`src/pkg/ebh_defines.svh`:
```
// constants for the external bus hold handshake
`ifndef EBH_DEFINES_SVH
`define EBH_DEFINES_SVH
`define EBH_ADDR_W 20
`define EBH_DATA_W 16
`define EBH_STRB_W 4
`define EBH_STRB_IDLE 4'hf
`define EBH_SYNC_STAGES 2
`endif

```
`src/pkg/ebh_pkg.sv`:
```
// types for the external bus hold handshake
package ebh_pkg;
	typedef enum logic [1:0] {
		EBH_OWN = 2'b00,
		EBH_DRAIN = 2'b01,
		EBH_GRANTED = 2'b10
	} ebh_state_type;
endpackage : ebh_pkg

```
`src/logic/ebh_hold_ctrl.sv`:
```
// external bus hold handshake and shared trip pin resolution
`include "ebh_defines.svh"
`timescale 1ns/1ps
`default_nettype none
module ebh_hold_ctrl (
	input wire logic sys_clk,
	input wire logic nrst,
	input wire logic ext_bus_hold_request_n,
	input wire logic ext_if_config_second_hold_dis,
	input wire logic port_a_direction_reg_bit,
	input wire logic trip_four_enable,
	input wire logic trip_three_enable,
	input wire logic ext_bus_hold_grant_n_in,
	input wire logic access_busy,
	input wire logic access_pending,
	input wire logic [`EBH_ADDR_W-1:0] if_addr,
	input wire logic [`EBH_DATA_W-1:0] if_wdata,
	input wire logic if_data_drive,
	input wire logic [`EBH_STRB_W-1:0] if_strobe_n,
	output logic ext_bus_hold_grant_n,
	output logic ext_bus_hold_grant_n_oe,
	output logic accept_new_access,
	output logic [`EBH_ADDR_W-1:0] addr_out,
	output logic addr_oe,
	output logic [`EBH_DATA_W-1:0] data_out,
	output logic data_oe,
	output logic [`EBH_STRB_W-1:0] strobe_n_out,
	output logic strobe_oe,
	output logic trip_input_three,
	output logic trip_input_four
);
	import ebh_pkg::*;

	ebh_state_type state_reg;
	ebh_state_type state_next;
	logic req_sync_reg;
	logic t4_sync_reg;
	logic hold_req;
	logic float_next;

	// pins come from outside the clock domain; idle level is high
	ebh_sync #(
		.RST_VAL(1'b1)
	) u_req_sync (
		.sys_clk(sys_clk),
		.nrst(nrst),
		.pin_in(ext_bus_hold_request_n),
		.level_out(req_sync_reg)
	);
	// shared ack pin read back; only matters while it is an input
	ebh_sync #(
		.RST_VAL(1'b1)
	) u_t4_sync (
		.sys_clk(sys_clk),
		.nrst(nrst),
		.pin_in(ext_bus_hold_grant_n_in),
		.level_out(t4_sync_reg)
	);

	// disable bit masks the shared trip pin as a hold source
	always_comb begin
		hold_req = !req_sync_reg
			&& !ext_if_config_second_hold_dis;
	end

	always_comb begin
		state_next = state_reg;
		case (state_reg)
			EBH_OWN: begin
				if (hold_req) begin
					state_next = EBH_DRAIN;
				end
			end
			EBH_DRAIN: begin
				if (!hold_req) begin
					state_next = EBH_OWN;
				end else if (!access_busy && !access_pending) begin
					state_next = EBH_GRANTED;
				end
			end
			EBH_GRANTED: begin
				// a set disable bit also ends a grant
				if (!hold_req) begin
					state_next = EBH_OWN;
				end
			end
			default: begin
				state_next = EBH_OWN;
			end
		endcase
	end

	always_ff @(posedge sys_clk or negedge nrst) begin
		if (!nrst) begin
			state_reg <= EBH_OWN;
		end else begin
			state_reg <= state_next;
		end
	end

	// stop queueing once a hold is requested so the drain can finish
	always_ff @(posedge sys_clk or negedge nrst) begin
		if (!nrst) begin
			accept_new_access <= 1'b1;
		end else begin
			accept_new_access <= (state_next == EBH_OWN);
		end
	end

	// float from the grant onward; hold disable wins over a stuck grant
	always_comb begin
		float_next = (state_next == EBH_GRANTED);
	end

	// enables and ack share one edge so no pin overlap can occur
	always_ff @(posedge sys_clk or negedge nrst) begin
		if (!nrst) begin
			addr_out <= '0;
			addr_oe <= 1'b0;
		end else begin
			addr_out <= if_addr;
			addr_oe <= !float_next;
		end
	end

	// data floats while granted, and otherwise unless a write needs it
	always_ff @(posedge sys_clk or negedge nrst) begin
		if (!nrst) begin
			data_out <= '0;
			data_oe <= 1'b0;
		end else begin
			data_out <= if_wdata;
			data_oe <= !float_next && if_data_drive;
		end
	end

	// strobes idle high so a released pin reads inactive
	always_ff @(posedge sys_clk or negedge nrst) begin
		if (!nrst) begin
			strobe_n_out <= `EBH_STRB_IDLE;
			strobe_oe <= 1'b0;
		end else begin
			strobe_n_out <= if_strobe_n;
			strobe_oe <= !float_next;
		end
	end

	// acknowledge level, registered to keep the pin glitch free
	always_ff @(posedge sys_clk or negedge nrst) begin
		if (!nrst) begin
			ext_bus_hold_grant_n <= 1'b1;
		end else begin
			ext_bus_hold_grant_n <= !float_next;
		end
	end

	// acknowledge: pin is ours only when direction selects output
	always_ff @(posedge sys_clk or negedge nrst) begin
		if (!nrst) begin
			ext_bus_hold_grant_n_oe <= 1'b0;
		end else begin
			ext_bus_hold_grant_n_oe <= port_a_direction_reg_bit;
		end
	end

	// trip levels to pwm, off unless enabled; high means inactive
	always_ff @(posedge sys_clk or negedge nrst) begin
		if (!nrst) begin
			trip_input_three <= 1'b1;
		end else begin
			trip_input_three <= req_sync_reg || !trip_three_enable;
		end
	end

	// own ack would trip the pwm, so output mode forces inactive
	always_ff @(posedge sys_clk or negedge nrst) begin
		if (!nrst) begin
			trip_input_four <= 1'b1;
		end else begin
			trip_input_four <= t4_sync_reg || !trip_four_enable
				|| port_a_direction_reg_bit;
		end
	end
endmodule : ebh_hold_ctrl

// two-flop synchroniser for a level from outside the clock domain
module ebh_sync #(
	parameter logic RST_VAL = 1'b1
) (
	input wire logic sys_clk,
	input wire logic nrst,
	input wire logic pin_in,
	output logic level_out
);
	logic meta_reg;

	// first flop may go metastable; only the second is read outside
	always_ff @(posedge sys_clk or negedge nrst) begin
		if (!nrst) begin
			meta_reg <= RST_VAL;
		end else begin
			meta_reg <= pin_in;
		end
	end

	always_ff @(posedge sys_clk or negedge nrst) begin
		if (!nrst) begin
			level_out <= RST_VAL;
		end else begin
			level_out <= meta_reg;
		end
	end
endmodule : ebh_sync
`default_nettype wire

```
`config.mk`:
```
export PLATFORM = sky130hd
export DESIGN_NAME = ebh_hold_ctrl
export DESIGN_NICKNAME = d
export VERILOG_FILES = /design/src/pkg/ebh_pkg.sv /design/src/logic/ebh_hold_ctrl.sv
export VERILOG_INCLUDE_DIRS = /design/src /design/src/pkg
export SDC_FILE = /design/constraint.sdc
export NUM_CORES = 1
export LEC_CHECK = 0
export ABC_AREA = 1
export CAP_MARGIN = 25
export CORE_MARGIN = 10
export CORE_UTILIZATION = 52
export CTS_CLUSTER_SIZE = 10
export DETAILED_ROUTE_END_ITERATION = 16
export DONT_BUFFER_PORTS = 1
export GPL_TIMING_DRIVEN = 0
export PLACE_DENSITY = 0.68
export SLEW_MARGIN = 20
export SYNTH_ARGS = -nofsm -noshare
export SYNTH_HDL_FRONTEND = slang
export SYNTH_SLANG_ARGS = --single-unit
```
`constraint.sdc`:
```
create_clock -name sys_clk -period 1.1 [get_ports sys_clk]
set_clock_uncertainty 0.15 [all_clocks]
set_input_delay 0.165 -clock sys_clk [delete_from_list [all_inputs] [get_ports sys_clk]]
set_output_delay 0.165 -clock sys_clk [all_outputs]
set_load 0.05 [all_outputs]
```
### Word level (Yosys, flattened, before mapping)

Index checks and enable logic that the tools add are counted.

| operators by class | value |
|---|---|
| bitwise operators | 0 |
| add/sub/neg operators | 0 |
| reduce and logical (&&, ||, !) cells | 15 |
| div/mod/pow operators | 0 |
| multipliers | 0 |
| order comparisons | 0 |
| equality and inequality tests | 3 |
| shifts and indexed selects | 0 |
| multiplexer cells | 5 |

Operators by type and width:

| operator | number |
|---|---|
| two-way mux 2 bit | 4 |
| logical NOT 1 bit | 7 |
| case mux 2 bit (3 select lines) | 1 |
| equality test 2 bit, second input constant | 2 |
| logical NOT 2 bit | 2 |
| logical AND 1 bit | 3 |
| logical OR 1 bit | 3 |
| equality test 2 x 1 -> 1 bit, second input constant | 1 |

| word-level totals | value |
|---|---|
| bits in latches | 0 |
| ROM bits | 0 |
| register bits | 53 |
| bits in writable memories | 0 |
| output and inout port bits | 48 |
| word-level logic and storage cells | 38 |
| memories | 0 |
| bits of input ports | 51 |

### Depth between registers and ports, before layout

| logic depth | value |
|---|---|
| depth after elaboration | 8 |
| mapped depth | 5 |
| depth with buffers taken out | 5 |

### Cells and area by module

A second synthesis with hierarchy kept.

| unflattened totals | value |
|---|---|
| cells, all modules | 72 |
| area total of the unflattened synthesis | 1,438.9 sq um |

Modules (own cells, without submodules):

| module | cells each | area each (sq um) | instances | sequential area each (sq um) |
|---|---|---|---|---|
| ebh_hold_ctrl | 68 | 1,333.8 | 1 | 1,236.2 |
| ebh_sync | 2 | 52.6 | 2 | 52.6 |

### Worst setup path before layout

OpenSTA, ideal clock, no wires.

| timing path | value |
|---|---|
| kind | reg-to-output |
| from | register strobe_oe |
| to | output port strobe_oe |
| data arrival time | 886 ps |
| stages on the path, launching flop included | 2 |
| required time | 785 ps |
| buffers on the path | 1 |
| setup slack | -101 ps |
| cell sequence | dfrtp_1 -> buf_4 |

RTL lines:

| what | line | source |
|---|---|---|
| start: declaration | ebh_hold_ctrl.sv:28 | `output logic strobe_oe,` |
| start signal: assignment | ebh_hold_ctrl.sv:144 | `strobe_oe <= !float_next;` |

No word-level cell between the ends.

### Final worst setup path

| timing path | value |
|---|---|
| from | register strobe_oe |
| to | output port strobe_oe |

No word-level cell between the ends.

==> summary.txt <==
Power and ir drop
  – LEAKAGE: 0.885 nW
  – Pwr Density: 1720 nW/µm²
  – Peak VDD IR: 1.48 mV

Floorplanning
  – Initial Util: 0.563
  – Io pins: 99
  – # rows: 18
  – Die Height: 72.5 µm
  – Die area: 5260 µm²
  – Die W: 72.5 µm
  – Core area: 2540 µm²

Yosys
  – Synth warn: 0
  – Avg Cell Area, Syn: 20.2 µm²
  – Post-synth top cells: dfrtp_1 (41), dfstp_2 (12), inv_1 (4)
  – Number of synthesized register bits: 53
  – Largest cells by area after synthesis: dfrtp_1 (72%), dfstp_2 (22%), inv_1 (1.0%)
  – Distinct cells, synth: 12
  – Most frequent cell after synthesis: dfrtp_1
  – Sequential share of the synthesized area: 0.935
  – Synth async-reset ratio: 1.00
  – Post-synthesis instance total: 71
  – Post-synth EDFFs: 0
  – Synth Flop Type: dfrtp_1
  – Yosys top cell by area: dfrtp_1
  – Synth top area share: 0.716
  – Mapped Area: 1430 µm²
  – Syn Nets: 122

Critical path
  – CP startpoint kind: register
  – Worst Setup Path Type: reg2out
  – Crit path required time: 780 ps
  – CP Depth: 1
  – Reg2reg end: state_reg[1]
  – R2R Path Start: u_req_sync.level_out
  – Worst setup path endpoint: strobe_oe
  – CP max-delay cell: dfrtp_2
  – Delay-heaviest family, CP: flip-flops
  – Worst r2r path cells: 5
  – Critical path, cell by cell: buf_8
  – Crit path from: strobe_oe
  – R2r setup slk: 20 ps
  – Crit path largest cell delay: 570 ps
  – CP bufs+invs: 1
  – Crit path arrival time: 1110 ps
  – Critical path peak fanout: 2
  – Worst Setup End Kind: primary output

Cells and area
  – Area Overhead vs Synth: 46.7%
  – Fin util: 0.826
  – Final nets: 178
  – ANT cells: 0
  – Biggest regs: addr_out (20), data_out (16), strobe_n_out (4)
  – Fillers: 116
  – Final instance area: 2100 µm²
  – Register area: 1390 µm²
  – Share of layout cells above drive strength 1: 0.516
  – Reg with most FFs: addr_out
  – Largest register FFs: 20
  – Area of the multi-input gates: 71.3 µm²

Timing
  – Setup TNS: -6860 ps
  – Max-slew headroom: 0.805
  – RSZ-0062 raised after global routing: yes
  – Slew Limit Fails: 0
  – Final hold vios: 53
  – Fin crit share: 1.29
  – Worst-margin pin slew: 294 ps
  – Endpoints failing setup: 48
  – FMAX: 0.702 GHz
  – Min cycle time layout: 1420 ps
  – Hold slack: -671 ps
  – Final WS setup: -324 ps

Outcome
  – Status: finished, violations left
  – Failing checks: negative hold slack, negative setup slack

Detailed routing
  – WL/cell: 23.1 µm
  – Total Wirelength: 3650 µm
  – DR pass1 iterations: 4
  – DRC: 0
  – Vias: 746
  – 1st-iter DRT viols: 9
  – Antenna Nets Post-Route: 0
  – Average vias per placed instance: 4.72

Placement
  – DP HPWL: 2440 µm
  – Gpl congestion: 0.694
  – Area after DPL: 1470 µm²
  – Worst slack at placement: 18.3 ps
  – I/O Buffers: 0

Clocking
  – Clock root cell: clkbuf_4
  – TritonCTS buffer count: 5
  – H-tree depth: 2
  – Clock latency on the worst-skew pair: 350 ps
  – CTS max path bufs: 2
  – Post-CTS Hold Fix Bufs: 49
  – CTS Sinks: 53
  – CTS tree: yes
  – Worst-path clk slew: 140 ps
  – Post-CTS setup buffers: 0

Min path
  – Worst hold path class: in2async

Global route
  – Initial antenna violation count: 0
  – Largest net degree at the start of global routing: 54
  – Total track usage: 0.143
  – Via count of the first global-routing pass: 933
  – First-pass GRT wire length: 5380 µm
  – GR Overflow Total: 0

Flow run
  – MaxCap Viol Count: 0
final cells by class:
cell class / count / area share
Buffer: 1 / 0.00714
Sequential cell: 53 / 0.661
Timing Repair Buffer: 49 / 0.233
Tap cell: 30 / 0.0178
Clock buffer: 6 / 0.0196
Clock inverter: 2 / 0.0167
Inverter: 6 / 0.0107
Multi-Input combinational cell: 11 / 0.0339
per-layer routing:
| layer | track usage | part of all wire |
|---|---|---|
| met1 | 0.115 | 0.30 |
| met2 | 0.250 | 0.55 |
| met3 | 0.116 | 0.15 |
| met4 | 0.0506 | 0.0077 |
| met5 | 0 | 0 |
stage by stage:
step | instances | power, W | hold WS, ps
3_3_place_gp | 101 | 0.00248 | -279
2_1_floorplan | 71 | 0.00245 | -281
6_report | 158 | 0.00363 | -671
4_1_cts | 158 | 0.00365 | -690
3_5_place_dp | 101 | 0.00248 | -279
5_1_grt | 158 | 0.00377 | -722
placed cells by master, fill, tap and decap left out, types with 2 or more instances in the layout:
cell,n
inv_1,4
dfrtp_1,2
dfstp_2,12
dlygate4sd3_1,49
nand2_4,2
inv_2,2
clkbuf_4,5
dfrtp_2,39
nand2_1,3
nor2_1,2
worst min path at each step:
| stage | endpoint | slack, ps | cells past startpoint |
|---|---|---|---|
| after floorplan | addr_out[0] | -280 | 0 |
| after global placement | addr_out[15] | -280 | 0 |
| after detailed placement | addr_out[15] | -280 | 0 |
| after CTS | addr_out[15] | -690 | 0 |
| after global routing | data_out[0] | -720 | 0 |
| final | addr_out[5] | -670 | 0 |
repair_timing:
action	in CTS	in global routing
pin swaps	0	0
gates resized for setup	40	2
setup endpoints to repair	48	50
hold endpoints to repair	104	53
cells by family after synthesis:
kind of cell	share of synthesized area
buffers and inverters	0.0209
DFF	0.935
AOI/OAI and AO/OA	0.00349
and+or+nand+nor	0.0401
where the power goes:
group	switching, W	leakage [nW]	total, W	internal (W)
Combinational	0.0000432	0.276	0.000168	0.000124
Clock	0.000547	0.0422	0.00102	0.000477
Sequential	0.000360	0.567	0.00243	0.00207
Total	0.000950	0.885	0.00363	0.00268
(Power assumes the default switching activity.)
